[config.mk]
export PLATFORM = sky130hd
export DESIGN_NAME = lvp_regs
export DESIGN_NICKNAME = d
export VERILOG_FILES = /design/src/core/lvp_pkg.sv /design/src/core/lvp_regs.sv
export SDC_FILE = /design/constraint.sdc
export NUM_CORES = 1
export LEC_CHECK = 0
export BUFFER_PORTS_ARGS = -buffer_cell sky130_fd_sc_hd__clkbuf_2
export CORE_UTILIZATION = 35
export CTS_CLUSTER_SIZE = 8
export DETAILED_ROUTE_END_ITERATION = 10
export PLACE_DENSITY = 0.69
export SYNTH_ARGS = -nofsm -noshare
export SYNTH_HDL_FRONTEND = slang
export SYNTH_SLANG_ARGS = --single-unit
export TNS_END_PERCENT = 100
[constraint.sdc]
create_clock -name clock -period 2.7 [get_ports clock]
set_input_delay 0.27 -clock clock [delete_from_list [all_inputs] [get_ports clock]]
set_output_delay 0.27 -clock clock [all_outputs]
set_load 0.1 [all_outputs]
[src/core/lvp_pkg.sv]
`default_nettype none

package lvp_pkg;

    // ---------------------------------------------------------------
    // Register map
    // ---------------------------------------------------------------
    localparam int          DATA_W       = 8;
    localparam int          MAG_W        = 6;
    localparam int          SEL_W        = 3;
    localparam int          NUM_XSTR     = 6;
    localparam logic [7:0]  REG_ONHOOK   = 8'h48;
    localparam logic [7:0]  REG_COMMON   = 8'h49;
    localparam logic [7:0]  REG_HIGH_BAT = 8'h4A;
    localparam logic [7:0]  REG_LOW_BAT  = 8'h4B;
    localparam logic [7:0]  REG_PWR_SEL  = 8'h4C;
    localparam logic [7:0]  REG_PWR_READ = 8'h4D;

    // ---------------------------------------------------------------
    // Field positions and reset values
    // ---------------------------------------------------------------
    localparam int          POL_BIT      = 6;
    localparam logic        POL_RST      = 1'h0;
    localparam logic [5:0]  ONHOOK_RST   = 6'h20;
    localparam logic [5:0]  COMMON_RST   = 6'h02;
    localparam logic [5:0]  HIGH_RST     = 6'h32;
    localparam logic [5:0]  LOW_RST      = 6'h10;
    localparam logic [2:0]  SEL_RST      = 3'h0;
    localparam logic [2:0]  SEL_LAST     = 3'h5;
    localparam logic [2:0]  SEL_FINE_LO  = 3'h2;
    localparam logic [2:0]  SEL_FINE_HI  = 3'h3;
    localparam logic [7:0]  READ_ZERO    = 8'h00;

    // Host side register access, decoded from the serial control port
    typedef struct packed {
        logic       wr_en;
        logic       rd_en;
        logic [7:0] addr;
        logic [7:0] wdata;
    } lvp_req_type;

    // Programmed linefeed targets handed to the analog loops
    typedef struct packed {
        logic       polarity;
        logic [5:0] onhook_mag;
        logic [5:0] common_mode;
        logic [5:0] high_battery;
        logic [5:0] low_battery;
    } lvp_level_type;

    typedef logic [NUM_XSTR-1:0][DATA_W-1:0] lvp_power_type;

endpackage

`default_nettype wire

[src/core/lvp_regs.sv]
// Functional notes
// RULE_01: On-hook bit 6 picks polarity; 0 positive, 1 negative tip minus ring.
// RULE_02: On-hook magnitude is six bits, 1.5 V steps, resets to 48 V code.
// RULE_03: Common-mode six-bit level sets tip forward or ring reverse, 1.5 V steps.
// RULE_04: High battery target is six bits, 1.5 V per step.
// RULE_05: Low battery target is six bits, 1.5 V per step.
// RULE_06: Software keeps high battery code at or above low battery code.
// RULE_07: Three-bit pointer selects transistors one to six; codes six, seven undefined.
// RULE_08: Read-only power register shows realtime power of selected transistor.
// RULE_09: Transistors one, two, five, six read at 30.4 mW per step.
// RULE_10: Transistors three and four read at 3.62 mW per step.
// RULE_11: Unused upper bits read zero and ignore writes.
`timescale 1ns/100ps
`default_nettype none

module lvp_regs
    import lvp_pkg::*;
(
    input  wire logic          clock,
    input  wire logic          clk_en,
    input  wire logic          rst_b,
    input  wire lvp_req_type   req,
    input  wire lvp_power_type xstr_power,
    output var  logic [7:0]    rd_data,
    output var  logic          rd_valid,
    output var  lvp_level_type levels,
    output var  logic [2:0]    monitor_sel,
    output var  logic          monitor_fine_scale
);

    // ---------------------------------------------------------------
    // Decode helpers
    // ---------------------------------------------------------------

    // Transistors three and four use the fine power scale
    function automatic logic fine_scale(input logic [2:0] sel);
        fine_scale = (sel == SEL_FINE_LO) || (sel == SEL_FINE_HI);
    endfunction

    // Pointer codes past the sixth transistor are undefined
    function automatic logic sel_valid(input logic [2:0] sel);
        sel_valid = (sel <= SEL_LAST);
    endfunction

    function automatic logic hit(input lvp_req_type r, input logic [7:0] off);
        hit = (r.addr == off);
    endfunction

    // ---------------------------------------------------------------
    // State
    // ---------------------------------------------------------------
    lvp_level_type levels_q;
    lvp_level_type levels_d;
    logic [2:0]    sel_q;
    logic [2:0]    sel_d;
    logic          fine_q;
    logic          fine_d;
    logic [7:0]    rd_data_q;
    logic [7:0]    rd_data_d;
    logic          rd_valid_q;
    logic          rd_valid_d;
    logic [7:0]    power_pick;

    // ---------------------------------------------------------------
    // Power monitor selection
    // ---------------------------------------------------------------

    // Undefined pointer codes read as zero rather than stale data; the
    // pointer itself keeps the code so software reads back what it wrote.
    // A plain mux of live samples: the value is the one present at the read edge
    always_comb begin
        power_pick = READ_ZERO;
        if (sel_valid(sel_q)) begin
            power_pick = xstr_power[sel_q];                             // RULE_07
        end
    end

    // ---------------------------------------------------------------
    // Register writes
    // ---------------------------------------------------------------

    // Only the documented field bits are stored; upper bits are dropped
    always_comb begin
        levels_d = levels_q;
        sel_d    = sel_q;
        if (req.wr_en) begin
            if (hit(req, REG_ONHOOK)) begin
                levels_d.polarity   = req.wdata[POL_BIT];               // RULE_01
                levels_d.onhook_mag = req.wdata[MAG_W-1:0];             // RULE_02
            end
            if (hit(req, REG_COMMON)) begin
                levels_d.common_mode = req.wdata[MAG_W-1:0];            // RULE_03
            end
            // No ordering check between the battery codes: software owns it
            if (hit(req, REG_HIGH_BAT)) begin
                levels_d.high_battery = req.wdata[MAG_W-1:0];           // RULE_04
            end
            if (hit(req, REG_LOW_BAT)) begin
                levels_d.low_battery = req.wdata[MAG_W-1:0];            // RULE_05
            end
            if (hit(req, REG_PWR_SEL)) begin
                sel_d = req.wdata[SEL_W-1:0];                           // RULE_07
            end
        end
        fine_d = fine_scale(sel_d);                                     // RULE_09 RULE_10
    end

    // ---------------------------------------------------------------
    // Register reads
    // ---------------------------------------------------------------

    // Read data is registered so the port output comes from a flop
    always_comb begin
        rd_valid_d = req.rd_en;
        rd_data_d  = READ_ZERO;
        if (req.rd_en) begin
            unique case (req.addr)
                REG_ONHOOK:   rd_data_d = {1'h0, levels_q.polarity,
                                           levels_q.onhook_mag};        // RULE_11
                REG_COMMON:   rd_data_d = {2'h0, levels_q.common_mode}; // RULE_11
                REG_HIGH_BAT: rd_data_d = {2'h0, levels_q.high_battery};
                REG_LOW_BAT:  rd_data_d = {2'h0, levels_q.low_battery};
                REG_PWR_SEL:  rd_data_d = {5'h00, sel_q};               // RULE_11
                REG_PWR_READ: rd_data_d = power_pick;                   // RULE_08
                default:      rd_data_d = READ_ZERO;
            endcase
        end
    end

    // ---------------------------------------------------------------
    // Flops
    // ---------------------------------------------------------------

    // Reset wins over the clock enable; a low enable freezes everything
    // Reset is synchronous, so it needs a running clock to take effect
    always_ff @(posedge clock) begin
        if (!rst_b) begin
            levels_q.polarity     <= POL_RST;
            levels_q.onhook_mag   <= ONHOOK_RST;                        // RULE_02
            levels_q.common_mode  <= COMMON_RST;
            levels_q.high_battery <= HIGH_RST;
            levels_q.low_battery  <= LOW_RST;
            sel_q                 <= SEL_RST;
            fine_q                <= 1'h0;
            rd_data_q             <= READ_ZERO;
            rd_valid_q            <= 1'h0;
        end else if (clk_en) begin
            levels_q   <= levels_d;
            sel_q      <= sel_d;
            fine_q     <= fine_d;
            rd_data_q  <= rd_data_d;
            rd_valid_q <= rd_valid_d;
        end
    end

    assign rd_data            = rd_data_q;
    assign rd_valid           = rd_valid_q;
    assign levels             = levels_q;
    assign monitor_sel        = sel_q;
    assign monitor_fine_scale = fine_q;

    // ---------------------------------------------------------------
    // Assertions
    // ---------------------------------------------------------------
    logic wr_go;
    logic rd_go;
    assign wr_go = clk_en && req.wr_en;
    assign rd_go = clk_en && req.rd_en;

    chk_polarity_write: assert property (@(posedge clock) disable iff (!rst_b) // RULE_01
        wr_go && hit(req, REG_ONHOOK) |=> levels.polarity == $past(req.wdata[POL_BIT]))
        else $error("on-hook polarity not stored");

    chk_onhook_reset: assert property (@(posedge clock) // RULE_02
        !rst_b |=> levels.onhook_mag == ONHOOK_RST && levels.polarity == POL_RST)
        else $error("on-hook reset value wrong");

    chk_common_write: assert property (@(posedge clock) disable iff (!rst_b) // RULE_03
        wr_go && hit(req, REG_COMMON) |=> levels.common_mode == $past(req.wdata[5:0]))
        else $error("common-mode level not stored");

    chk_high_bat_write: assert property (@(posedge clock) disable iff (!rst_b) // RULE_04
        wr_go && hit(req, REG_HIGH_BAT)
        |=> levels.high_battery == $past(req.wdata[5:0]) && $stable(levels.low_battery))
        else $error("high battery target wrong");

    chk_low_bat_write: assert property (@(posedge clock) disable iff (!rst_b) // RULE_05
        wr_go && hit(req, REG_LOW_BAT)
        |=> levels.low_battery == $past(req.wdata[5:0]) && $stable(levels.high_battery))
        else $error("low battery target wrong");

    chk_undef_sel_zero: assert property (@(posedge clock) disable iff (!rst_b) // RULE_07
        rd_go && hit(req, REG_PWR_READ) && !sel_valid(monitor_sel)
        |=> rd_valid && rd_data == READ_ZERO)
        else $error("undefined pointer read not zero");

    chk_power_track: assert property (@(posedge clock) disable iff (!rst_b) // RULE_08
        rd_go && hit(req, REG_PWR_READ) && sel_valid(monitor_sel)
        |=> rd_valid && rd_data == $past(xstr_power[monitor_sel]))
        else $error("power read not from selected transistor");

    chk_coarse_scale: assert property (@(posedge clock) disable iff (!rst_b) // RULE_09
        sel_valid(monitor_sel) && !fine_scale(monitor_sel) |-> !monitor_fine_scale)
        else $error("coarse transistor flagged fine");

    chk_fine_scale: assert property (@(posedge clock) disable iff (!rst_b) // RULE_10
        fine_scale(monitor_sel) |-> monitor_fine_scale)
        else $error("fine transistor not flagged");

    chk_reserved_zero: assert property (@(posedge clock) disable iff (!rst_b) // RULE_11
        rd_go && (hit(req, REG_COMMON) || hit(req, REG_PWR_SEL))
        |=> rd_data[7:6] == 2'h0 ##0 (!$past(hit(req, REG_PWR_SEL)) || rd_data[7:3] == 5'h00))
        else $error("reserved bits read nonzero");

    // ---------------------------------------------------------------
    // Field and map checks
    // ---------------------------------------------------------------

    // Pointer stores all three bits, undefined codes too
    chk_sel_write: assert property (@(posedge clock) disable iff (!rst_b) // RULE_07
        wr_go && hit(req, REG_PWR_SEL) |=> monitor_sel == $past(req.wdata[2:0]))
        else $error("power pointer not stored");

    // The power register has no storage behind it
    chk_ro_write_ignored: assert property (@(posedge clock) disable iff (!rst_b) // RULE_08
        wr_go && hit(req, REG_PWR_READ)
        |=> $stable(levels) && $stable(monitor_sel))
        else $error("write to power reading changed state");

    // Reads return the field as it stood at the taking edge
    chk_onhook_read: assert property (@(posedge clock) disable iff (!rst_b) // RULE_11
        rd_go && hit(req, REG_ONHOOK)
        |=> rd_data == {1'h0, $past(levels.polarity), $past(levels.onhook_mag)})
        else $error("on-hook read format wrong");

    chk_common_read: assert property (@(posedge clock) disable iff (!rst_b) // RULE_03
        rd_go && hit(req, REG_COMMON)
        |=> rd_data == {2'h0, $past(levels.common_mode)})
        else $error("common-mode read wrong");

    chk_high_read: assert property (@(posedge clock) disable iff (!rst_b) // RULE_04
        rd_go && hit(req, REG_HIGH_BAT)
        |=> rd_data == {2'h0, $past(levels.high_battery)})
        else $error("high battery read wrong");

    chk_low_read: assert property (@(posedge clock) disable iff (!rst_b) // RULE_05
        rd_go && hit(req, REG_LOW_BAT)
        |=> rd_data == {2'h0, $past(levels.low_battery)})
        else $error("low battery read wrong");

    chk_sel_read: assert property (@(posedge clock) disable iff (!rst_b) // RULE_11
        rd_go && hit(req, REG_PWR_SEL)
        |=> rd_data == {5'h00, $past(monitor_sel)})
        else $error("pointer read wrong");

    // Holes in the map still answer, with zero data
    chk_unmapped_read: assert property (@(posedge clock) disable iff (!rst_b) // RULE_11
        rd_go && !(req.addr inside {[REG_ONHOOK:REG_PWR_READ]})
        |=> rd_valid && rd_data == READ_ZERO)
        else $error("unmapped read not zero");

    // ---------------------------------------------------------------
    // Reset and enable checks
    // ---------------------------------------------------------------

    // One valid pulse per taken read, none otherwise
    chk_read_pulse: assert property (@(posedge clock) disable iff (!rst_b) // RULE_08
        clk_en |=> rd_valid == $past(req.rd_en))
        else $error("read valid pulse wrong");

    // A low enable must hold every register, outputs included
    chk_freeze_hold: assert property (@(posedge clock) disable iff (!rst_b) // RULE_02
        !clk_en
        |=> $stable(levels) && $stable(monitor_sel) && $stable(monitor_fine_scale)
            && $stable(rd_data) && $stable(rd_valid))
        else $error("state moved with clock enable low");

    // Every other field and the read port come back to their reset codes
    chk_levels_reset: assert property (@(posedge clock) // RULE_04
        !rst_b
        |=> levels.common_mode == COMMON_RST && levels.high_battery == HIGH_RST
            && levels.low_battery == LOW_RST && monitor_sel == SEL_RST
            && !monitor_fine_scale && !rd_valid && rd_data == READ_ZERO)
        else $error("reset values wrong");

    // ---------------------------------------------------------------
    // Cover points
    // ---------------------------------------------------------------

    cov_onhook_write: cover property (@(posedge clock) disable iff (!rst_b)
        wr_go && hit(req, REG_ONHOOK) ##1 rd_go && hit(req, REG_ONHOOK));

    cov_last_xstr_read: cover property (@(posedge clock) disable iff (!rst_b)
        rd_go && hit(req, REG_PWR_READ) && monitor_sel == SEL_LAST);

    cov_undef_read: cover property (@(posedge clock) disable iff (!rst_b)
        rd_go && hit(req, REG_PWR_READ) && !sel_valid(monitor_sel));

    cov_fine_read: cover property (@(posedge clock) disable iff (!rst_b)
        rd_go && hit(req, REG_PWR_READ) && monitor_fine_scale);

    cov_freeze_write: cover property (@(posedge clock) disable iff (!rst_b)
        !clk_en && req.wr_en);

endmodule

`default_nettype wire

### Word-level counts from Yosys, hierarchy flattened

Index checks and enable logic that the tools add are counted.

* magnitude comparators: 2
* eq/ne operators: 8
* multiplexer cells: 7
* reductions and logical operators: 5

Operators by type and width (count)
* 8-bit by 7-bit == test with 1-bit output, second input constant: 6
* 8-bit case mux with 6 select lines: 1
* 8-bit binary-select mux with 3-bit select: 1
* 8-bit 2-to-1 mux: 3
* 3-bit AND reduction: 4
* 3-bit by 2-bit == test with 1-bit output, second input constant: 2
* 3-bit 2-to-1 mux: 2
* 3-bit by 4-bit < comparator with 1-bit output, second input constant: 1
* 3-bit <= comparator, second input constant: 1
* 1-bit logical OR: 1

* register bits: 38
* input bits: 69
* output and inout port bits: 38
* word-level logic and storage cells: 31

### Logic depth before layout (Yosys ltp)

Gate-level depths: netlist of the first run.

* depth in word-level cells: 5
* mapped depth: 6
* depth with buffers taken out: 4

### Worst setup path before layout of the first run

OpenSTA, ideal clock, no wires.

* path kind: flip-flop to flip-flop
* from: register sel_q[0], in the netlist monitor_sel[0]
* to: register rd_data_q[1], in the netlist rd_data[1]
* setup time: 131 ps
* arrival time: 2175 ps
* data required time: 2569 ps
* slack: 394 ps
* stages on the path, launching flop included: 5
* path buffers: 1
* clock period less this slack: 2306 ps
* path through: dfxtp_1 buf_2 mux4_2 a221oi_1 o22ai_1

* longest elaborated chain between the ends: 5
* elaborated cells on any way between the ends: 6
* classes of those cells: order compare (1); mux (5)

Ends and longest elaborated chain
* from (decl): line lvp_regs.sv:54 `logic [2:0] sel_q;`
* from (signal assigned): line lvp_regs.sv:149 `sel_q <= sel_d;`
* 8-bit binary-select mux with 3-bit select: line lvp_regs.sv:74 `power_pick = xstr_power[sel_q];`
* 8-bit 2-to-1 mux (not written as such): line lvp_regs.sv:74
* 8-bit 2-to-1 mux *: line lvp_regs.sv:73 `if (sel_valid(sel_q)) begin`
* 8-bit case mux with 6 select lines *: line lvp_regs.sv:117 `unique case (req.addr)`
* 8-bit 2-to-1 mux *: line lvp_regs.sv:116 `if (req.rd_en) begin`
* to (signal assigned): line lvp_regs.sv:151 `rd_data_q <= rd_data_d;`
* to (decl): line lvp_regs.sv:58 `logic [7:0] rd_data_q;`

Mark *: on every way between the ends. The rest lies on a longest branch, timed or not. The select of a mux whose other input is x is not followed.
A chain may end at the register's enable or synchronous reset.

### Worst setup path after layout of the first run

* from: register sel_q[0], in the netlist monitor_sel[0]
* to: output port monitor_sel[0]

RTL lines
* to (decl): line lvp_regs.sv:27 `output var logic [2:0] monitor_sel,`

No word-level cell between the ends.

==> reports/qor.yml, run 1 <==
sta:
  worst_pin_slew_ns: 0.733
  finalMaxSlewViolations: 0
  hold_violations: 0
  rsz0062_at_grt: "false"
  fin_worst_skew_ns: 0.00400
  setup_violations: 0
  max-slew-margin-rel_pct: 51.0
  timing.final.crit_share_pct: 71.7
  period_needed_ns: 1.94
  totalNegativeSetupSlack_ns: 0
  fmaxAchievable_mhz: 516
  hold_slack_ns: 0.231
synth:
  synth_flop_cell: "dfxtp_1"
  synth-seq-cells: 38
  ys_top_cells_by_count: "dfxtp_1 (38), mux2i_1 (30), nand2_1 (28)"
  synth_edf_count: 0
  yosysSeqAreaShare_pct: 34.1
  yosysUniqueCellTypes: 37
  async_reset_ff_share_pct: 0
  syn_inst: 227
  synth_top_area_share_pct: 34.1
  synthTopCellsByArea: "dfxtp_1 (34%), mux2i_1 (13%), mux4_2 (12%), nor2b_1 (6.7%), nand2_1 (4.7%)"
  syn_avg_cell_area_um2: 9.83
  synth_nets: 296
  synth.most_common_cell: "dfxtp_1"
  yosysTopAreaCell: "dfxtp_1"
  synthesis.area_mm2: 0.00223
  yosys_warnings: 0
power_and_ir_drop:
  p_sw_mw: 0.274
  seqPwrFrac_pct: 50.6
  p_int_mw: 0.839
  p_per_area_mw_per_mm2: 388
  irDropWorstVdd_mv: 0.210
  clkPwrFrac_pct: 36.1
  pwr-share-comb_pct: 13.3
  swShare_pct: 24.7
  p_leak_nw: 1.30
setup_path:
  rr_worst_depth: 3
  cp_max_fo: 14
  cp_num_buf_inv: 1
  critical_path_arrival_ns: 1.67
  r2r-start: "monitor_sel[0]$_SDFFE_PN0P_"
  cp-end-kind: "primary output"
  cp_data_required_time_ns: 2.43
  worstSetupStartpointType: "flop"
  critical_path.top_delay_family: "flip-flops"
  r2r-end: "rd_data[1]$_SDFFE_PN0P_"
  regToRegSetupSlack_ns: 0.79
  path_class: "reg -> out"
  crit_chain: "clkbuf_2"
  critical_path.max_stage_delay_ns: 0.80
  slowest_stage: "dfxtp_1"
min_path:
  min_delay_path_depth: 3
  hold_path_class: "in -> reg"
  hp-start: "req[6]"
  holdPathEnd: "levels[24]$_SDFFE_PN0P_"
run_status:
  status: "finished, final reports clean"
clock_network:
  postCtsSetupBuffers: 0
  numCtsBuffers: 5
  ctsResizeCount: 0
  clockBufferDepth: 2
  cts_root_buf: "clkbuf_8"
  postCtsHoldBufs: 0
  cts_tree: "built"
  clk_pin_slew_worst_paths_ns: 0.07
  cts.sinks: 38
  clk-insertion-delay-late_ns: 0.29
  htreeDepth: 2
detailed_routing:
  routed_wl_um: 6240
  vias_per_cell: 5.34
  drtIter0Drc: 110
  first_pass_iters: 4
  drcViolationCount: 0
  dr_total_vias: 2143
  wire_per_inst_um: 15.6
  antenna_left: 0
grt:
  grt_max_degree: 50
  grt_pass1_vias: 1962
  overflow: 0
  antenna_found_initial: 0
  grt_first_pass_wirelength_um: 9310
  grt_usage_pct: 18.5
flow_run:
  cap_violations: 0
placed_design:
  place_area_mm2: 0.00278
  place_congestion: 0.774
  place_inst: 393
  dpl.hpwl_um: 4750
  portBuffers: 105
floorplanning:
  io_pins: 107
  coreArea_mm2: 0.00603
  rows: 28
  chipHeight_um: 81.8
  start_util_pct: 37.0
  die_x_um: 81.8
  die_area_mm2: 0.00670
layout:
  final_cells: 401
  diodes: 0
  area_delta_synth_final_pct: 28.7
  nNetsFinal: 394
  drive_gt1_share_pct: 42.0
  fillers: 619
  stdcell_area_mm2: 0.00287
  seqCellArea_um2: 761
  multi_input_area_mm2: 0.00136
==> final cells by class <==
| cell class | instances | area share, % |
|---|---|---|
| sequential | 38 | 26.5 |
| timing repair buffer | 110 | 19.6 |
| tap | 75 | 3.27 |
| multi-input combinational | 169 | 47.3 |
| clock buffer | 7 | 3.01 |
| clock inverter | 1 | 0.174 |
| inverter | 1 | 0.131 |
==> stage by stage <==
stage / util (%) / total power [mW] / worst slack (ns)
floorplan: - / 0.658 / 0.394
global placement: 46.1 / 0.722 / 0.697
detailed placement: 46.1 / 0.724 / 0.649
CTS: 47.6 / 1.13 / 0.733
global route: 47.6 / 1.17 / 0.645
finish: 47.6 / 1.11 / 0.764
==> how the worst max path moves through the flow <==
| stage | startpoint | endpoint | slack, ns | cells after the start |
|---|---|---|---|---|
| after global routing | monitor_sel[0]$_SDFFE_PN0P_ | monitor_sel[0] | 0.64 | 1 |
| after global placement | req[13] | levels[8]$_SDFFE_PN0P_ | 0.70 | 5 |
| after floorplan | monitor_sel[0]$_SDFFE_PN0P_ | rd_data[1]$_SDFFE_PN0P_ | 0.39 | 4 |
| final | monitor_sel[0]$_SDFFE_PN0P_ | monitor_sel[0] | 0.76 | 1 |
| after detailed placement | req[13] | levels[8]$_SDFFE_PN0P_ | 0.65 | 5 |
| after CTS | monitor_sel[0]$_SDFFE_PN0P_ | monitor_sel[0] | 0.73 | 1 |
==> worst min-delay path: cells and delay by family <==
family | cells | cell delay, ns
AOI/OAI and AO/OA | 1 | 0.07
buffers and inverters | 1 | 0.08
and+or+nand+nor | 1 | 0.05
==> flip-flops by register name (all words and copies together) (netlist names) <==
register / count
monitor_fine_scale: 1
levels: 25
rd_valid: 1
monitor_sel: 3
rd_data: 8
==> power groups by stage <==
| stage | Sequential, mW | Combinational (mW) | Clock (mW) |
|---|---|---|---|
| final | 0.563 | 0.148 | 0.401 |
| after global routing | 0.563 | 0.161 | 0.441 |
| after CTS | 0.563 | 0.149 | 0.415 |
| after detailed placement | 0.576 | 0.148 | 0 |
| after global placement | 0.576 | 0.146 | 0 |
| after floorplan | 0.590 | 0.0679 | 0 |
==> cells by family after synthesis <==
kind of cell | count (synthesis) | share of synthesized area (%)
buffers and inverters | 20 | 5.05
multiplexers | 44 | 26.6
AO/OA/AOI/OAI | 34 | 11.2
flip-flops | 38 | 34.1
AND/OR/NAND/NOR | 91 | 23.1
==> cells in the final DEF (no fill, tap or decap), types with 2 or more instances in the layout <==
cell type and n:
a21oi_1 3, nor2b_1 24, clkbuf_8 6, o21ai_0 4, a21boi_0 6, a22o_1 5
mux2i_1 30, buf_4 5, dfxtp_1 38, clkbuf_2 105, and3_1 2, a31oi_1 2
o22ai_1 2, a221oi_1 2, mux2_2 2, nand2_1 28, nand4_1 8, mux4_2 12
nand3_1 13, a22oi_1 3, nor2_1 5, o2bb2ai_1 4, a32oi_1 2, and2_1 2
and4_2 2
==> metal layers <==
metal	track usage, %	vias to the layer above	part of all wire [%]
met5	0	-	0
met1	24.4	1030	44
li1	-	1037	-
met2	29.3	70	49
met3	4.67	6	6.5
met4	6.14	0	0.77
Note: power is estimated with default switching activity, not from simulation.
==> run 2, diff against run 1 <==
- PLACE_DENSITY: 0.69 -> 0.72
- clock period: 2.7 -> 1.6 ns (I/O delays scaled with it)
==> reports/qor.yml, run 2 (synthesized netlist as in run 1, its figures left out) <==
setup_path:
  regToRegSetupSlack_ns: 0.14  # -0.65 ns
  cp_max_fo: 12  # -2
  critical_path.top_delay_family: "buffers and inverters"
  cp_data_required_time_ns: 1.44  # -0.99 ns
  path_class: "reg -> out"
  critical_path_arrival_ns: 1.32  # -0.35 ns
  cp_num_buf_inv: 2  # +1
  crit_chain: "buf_4 > clkbuf_2"
  critical_path.max_stage_delay_ns: 0.48  # -0.32 ns
  worstSetupStartpointType: "flop"
  cp-end-kind: "primary output"
  slowest_stage: "clkbuf_2"
grt:
  overflow: 0  # unchanged
  grt_util_met2_pct: 31.1  # +1.8 points
  antenna_found_initial: 0  # unchanged
  met1_usage_pct: 23.8  # -0.56 points
  grt_util_met3_pct: 5.00  # +0.33 points
  grt-busiest-layer: "met2"
  grt_first_pass_wirelength_um: 9390  # +0.88%
  grt_pass1_vias: 1961  # -0.051%
  grt_usage_pct: 18.9  # +0.40 points
  grt_max_degree: 50  # unchanged
sta:
  hold_slack_ns: 0.116  # -0.115 ns
  rsz0062_at_grt: "false"
  hold_violations: 0  # unchanged
  setup_violations: 0  # unchanged
  finalMaxSlewViolations: 0  # unchanged
  fin_ws_ns: 0.116  # -0.648 ns
  timing.final.crit_share_pct: 92.8
  max-slew-margin-rel_pct: 63.0  # +12 points
  fmaxAchievable_mhz: 674
  fin_worst_skew_ns: 0.00319  # -0.000815 ns
  totalNegativeSetupSlack_ns: 0  # unchanged
  worst_pin_slew_ns: 0.557  # -0.177 ns
  period_needed_ns: 1.48
power_and_ir_drop:
  p_leak_nw: 1.39  # +7.0%
  power_mw: 2.07  # +86%
  p_per_area_mw_per_mm2: 679  # +75%
  irDropWorstVdd_mv: 0.442  # +110%
layout:
  layout_commonest_cell: "clkbuf_2"
  area_delta_synth_final_pct: 36.6
  final_cell_mix: "clkbuf_2 (104), dfxtp_1 (31), mux2i_1 (30)"
  largest_reg_flops: 25  # unchanged
  drive_gt1_share_pct: 46.9  # +4.9 points
  nNetsFinal: 407  # +3.3%
  diodes: 0  # unchanged
floorplanning:
  io_pins: 107  # unchanged
  coreArea_mm2: 0.00603  # unchanged
  die_x_um: 81.8  # unchanged
  start_util_pct: 37.0  # unchanged
  rows: 28  # unchanged
  chipHeight_um: 81.8  # unchanged
  die_area_mm2: 0.00670  # unchanged
detailed_routing:
  first_pass_iters: 4  # unchanged
  wire_per_inst_um: 15.4  # -0.84%
  dr_total_vias: 2161  # +0.84%
  routed_wl_um: 6390  # +2.4%
  vias_per_cell: 5.22  # -2.3%
  antenna_left: 0  # unchanged
  drcViolationCount: 0  # unchanged
  drtIter0Drc: 155  # +41%
clock_network:
  clockBufferDepth: 2  # unchanged
  clk_pin_slew_worst_paths_ns: 0.08  # about the same
  htreeDepth: 2  # unchanged
  cts.sinks: 38  # unchanged
  cts_tree: "built"
  ctsResizeCount: 0  # unchanged
  clk-insertion-delay-late_ns: 0.29  # about the same
  postCtsHoldBufs: 0  # unchanged
  numCtsBuffers: 5  # unchanged
  cts_root_buf: "clkbuf_8"
placed_design:
  portBuffers: 105  # unchanged
  preCtsSetupSlack_ns: 0.00913  # -0.640 ns
  dpl.hpwl_um: 4900  # +3.1%
  place_congestion: 0.770  # -0.56%
run_status:
  status: "finished, final reports clean"
min_path:
  hold_path_class: "in -> reg"
flow_run:
  cap_violations: 0  # unchanged
[run 2: worst paths after layout]
| path | cells past startpoint | end | startpoint |
|---|---|---|---|
| worst max-delay path | 2 | monitor_sel[1] | monitor_sel[1]$_SDFFE_PN0P_ |
| worst min-delay path | 3 | levels[24]$_SDFFE_PN0P_ | req[6] |
| worst max register to register | 5 | rd_data[5]$_SDFFE_PN0P_ | monitor_sel[0]$_SDFFE_PN0P_ |
| worst min register to register | 2 | rd_data[4]$_SDFFE_PN0P_ | rd_data[4]$_SDFFE_PN0P_ |
[run 2: worst reg2reg max path, cell delays in order (launching register included)]
cell       delay (ns)
dfxtp_4          0.43
buf_12           0.12
mux4_2           0.49
o2bb2ai_1        0.13
nand4_1          0.10
nand3_1          0.08
[run 2: repair_timing]
item | 4_1_cts | 5_1_grt
endpoints found under the setup margin | 0 | 1
buffers inserted | 0 | 4
endpoints found under the hold margin | 0 | 0
[run 2: area by class of cell]
class,instances,area (um2)
Inverter,1,3.75
Fill cell,592,2980
Clock buffer,7,86.3
Multi-Input combinational cell,169,1370
Tap cell,75,93.8
Sequential cell,38,774
Timing Repair Buffer,123,688
Clock inverter,1,30.0
[run 2: layer usage]
metal  up-vias  wire, um
li1       1059         -
met1      1019      2670
met2        78      3280
met3         5       407
met4         0        29
met5         -         0
[run 2: power breakdown]
group,switching [mW],leakage [nW],internal [mW]
sequential,0.00189,0.311,0.945
combinational,0.135,1.02,0.131
clock,0.347,0.0585,0.508
[run 2: stage by stage]
stage / std cells / cell area [um2] / utilization [%]
5_1_grt: 414 / 3050 / 50.6
3_3_place_gp: 402 / 2880 / 47.7
6_report: 414 / 3050 / 50.6
3_5_place_dp: 402 / 2880 / 47.7
2_1_floorplan: 227 / 2270 / -
4_1_cts: 410 / 2990 / 49.6
==> run 3, diff against run 2 <==
- CAP_MARGIN: default -> 20
- CORE_ASPECT_RATIO: default -> 0.5
- PLACE_DENSITY: 0.72 -> 0.65
==> reports/qor.yml, run 3 (synthesized netlist as in run 1, its figures left out) <==
power_and_ir_drop:
  clkPwrFrac_pct: 50.7  # +9.3 points
  p_per_area_mw_per_mm2: 793  # +17%
  p_int_mw: 1.95  # +23%
  irDropWorstVdd_mv: 0.415  # -6.0%
  pwr-share-comb_pct: 11.1  # -1.8 points
  swShare_pct: 21.1  # -2.3 points
  power_mw: 2.48  # +20%
  p_sw_mw: 0.523  # +8.2%
  p_leak_nw: 1.43  # +2.6%
  seqPwrFrac_pct: 38.3  # -7.5 points
detailed_routing:
  routed_wl_um: 6490  # +1.6%
  drtIter0Drc: 90  # -42%
  drcViolationCount: 0  # unchanged
  first_pass_iters: 4  # unchanged
  wire_per_inst_um: 15.2  # -1.7%
  antenna_left: 0  # unchanged
  dr_total_vias: 2202  # +1.9%
  vias_per_cell: 5.14  # -1.4%
floorplanning:
  start_util_pct: 36.5  # -0.49 points
  io_pins: 107  # unchanged
  coreArea_mm2: 0.00611  # +1.3%
  die_area_mm2: 0.00672  # +0.30%
  die_x_um: 115  # +40%
  rows: 20  # -29%
  chipHeight_um: 58.5  # -29%
setup_path:
  slowest_stage: "mux4_2"
  cp-end-kind: "flop"
  critical_path_arrival_ns: 1.70  # +0.38 ns
  cp_data_required_time_ns: 1.76  # +0.32 ns
  path_class: "reg -> reg"
  critical_path.max_stage_delay_ns: 0.55  # +0.07 ns
  crit_chain: "mux4_2 > a221oi_2 > o22ai_1"
  r2r-end: "rd_data[2]$_SDFFE_PN0P_"
  rr_worst_depth: 3  # -2
  worstSetupStartpointType: "flop"
  regToRegSetupSlack_ns: 0.06  # -0.08 ns
  cp_max_fo: 14  # +2
  cp_num_buf_inv: 0  # -2
  critical_path.top_delay_family: "multiplexers"
  r2r-start: "monitor_sel[0]$_SDFFE_PN0P_"
layout:
  seqCellArea_um2: 774  # unchanged
  final_cells: 428  # +3.4%
  nNetsFinal: 408  # +0.25%
  drive_gt1_share_pct: 47.4  # +0.45 points
  largest_reg_flops: 25  # unchanged
  fillers: 575  # -2.9%
  layout_commonest_cell: "clkbuf_2"
  area_delta_synth_final_pct: 40.0
  multi_input_area_mm2: 0.00137  # unchanged
  post-route-util_pct: 51.1  # +0.59 points
  diodes: 0  # unchanged
  final_cell_mix: "clkbuf_2 (104), dfxtp_1 (31), mux2i_1 (30)"
clock_network:
  postCtsSetupBuffers: 0  # unchanged
  cts.sinks: 38  # unchanged
  clk_pin_slew_worst_paths_ns: 0.06  # -0.02 ns
  clk-insertion-delay-late_ns: 0.28  # about the same
  numCtsBuffers: 5  # unchanged
  cts_root_buf: "clkbuf_16"
  clockBufferDepth: 2  # unchanged
  htreeDepth: 2  # unchanged
  cts_tree: "built"
  postCtsHoldBufs: 0  # unchanged
  ctsResizeCount: 0  # unchanged
grt:
  overflow: 0  # unchanged
  grt_first_pass_wirelength_um: 10200  # +8.2%
  antenna_found_initial: 0  # unchanged
  grt_max_degree: 35  # -30%
  grt_usage_pct: 19.5  # +0.63 points
  grt_pass1_vias: 2091  # +6.6%
sta:
  setup_violations: 0  # unchanged
  hold_violations: 0  # unchanged
  worst_pin_slew_ns: 0.555  # -0.00176 ns
  timing.final.crit_share_pct: 96.4  # +3.6 points
  fmaxAchievable_mhz: 648  # -3.7%
  max-slew-margin-rel_pct: 63.2  # +0.12 points
  totalNegativeSetupSlack_ns: 0  # unchanged
  fin_worst_skew_ns: 0.00183  # -0.00136 ns
  rsz0062_at_grt: "false"
  finalMaxSlewViolations: 0  # unchanged
  period_needed_ns: 1.54  # +0.0578 ns
min_path:
  min_delay_path_depth: 3  # unchanged
  holdPathEnd: "levels[24]$_SDFFE_PN0P_"
  hp-start: "req[6]"
  hold_path_class: "in -> reg"
placed_design:
  dpl.hpwl_um: 4960  # +1.4%
  place_congestion: 0.763  # -0.97%
  place_inst: 420  # +4.5%
  portBuffers: 105  # unchanged
run_status:
  status: "finished, final reports clean"
flow_run:
  cap_violations: 0  # unchanged
run 3: cell types whose count changed in the layout (fill, tap and decap cells not counted):
cell,delta
clkbuf_1,-1
clkbuf_8,-5
buf_12,-2
clkbuf_16,+6
buf_4,+3
run 3: routing by layer:
layer  share of wire, %  GRT usage (%)  wire length (um)
met5                  0              0                 0
met3                5.3           4.94               343
met2                 48           34.0              3100
met1                 47           24.4              3030
met4               0.34           5.01                22
run 3: power groups by stage:
stage / clock, mW / combinational (mW) / sequential, mW
finish: 1.25 / 0.274 / 0.948
global route: 1.31 / 0.296 / 0.948
CTS: 1.28 / 0.274 / 0.948
detailed placement: 0 / 0.272 / 0.969
global placement: 0 / 0.264 / 0.968
floorplan: 0 / 0.116 / 0.992
run 3: worst max path at each step:
stage,startpoint,to,cells after the start
after global routing,monitor_sel[0]$_SDFFE_PN0P_,rd_data[2]$_SDFFE_PN0P_,3
final,monitor_sel[0]$_SDFFE_PN0P_,rd_data[2]$_SDFFE_PN0P_,3
after floorplan,monitor_sel[0]$_SDFFE_PN0P_,rd_data[0]$_SDFFE_PN0P_,5
after CTS,monitor_sel[0]$_SDFFE_PN0P_,rd_data[2]$_SDFFE_PN0P_,3
after global placement,req[13],levels[6]$_SDFFE_PN0P_,6
after detailed placement,req[13],levels[8]$_SDFFE_PN0P_,6
run 3: worst min-delay path: cells and delay by family:
family	cells	cell delay [ns]
buffers and inverters	1	0.08
AOI/OAI and AO/OA	1	0.07
and+or+nand+nor	1	0.05
run 3: cell type report:
type	instances	share of cell area [%]
flip-flops and latches	38	24.8
clock inverters	1	0.962
inverters	1	0.120
repair buffers	124	21.5
well taps	88	3.53
multi-input cells	169	43.9
clock buffers	7	5.25
run 3: per-stage QoR:
stage          hold WS [ns]  area, um2  setup WS (ns)
3_3_place_gp          0.421       2930       -0.00726
4_1_cts               0.132       3120         0.0485
3_5_place_dp          0.435       2930        -0.0525
5_1_grt               0.144       3120         0.0105
2_1_floorplan         0.285       2270        -0.0343
6_report              0.134       3120         0.0579
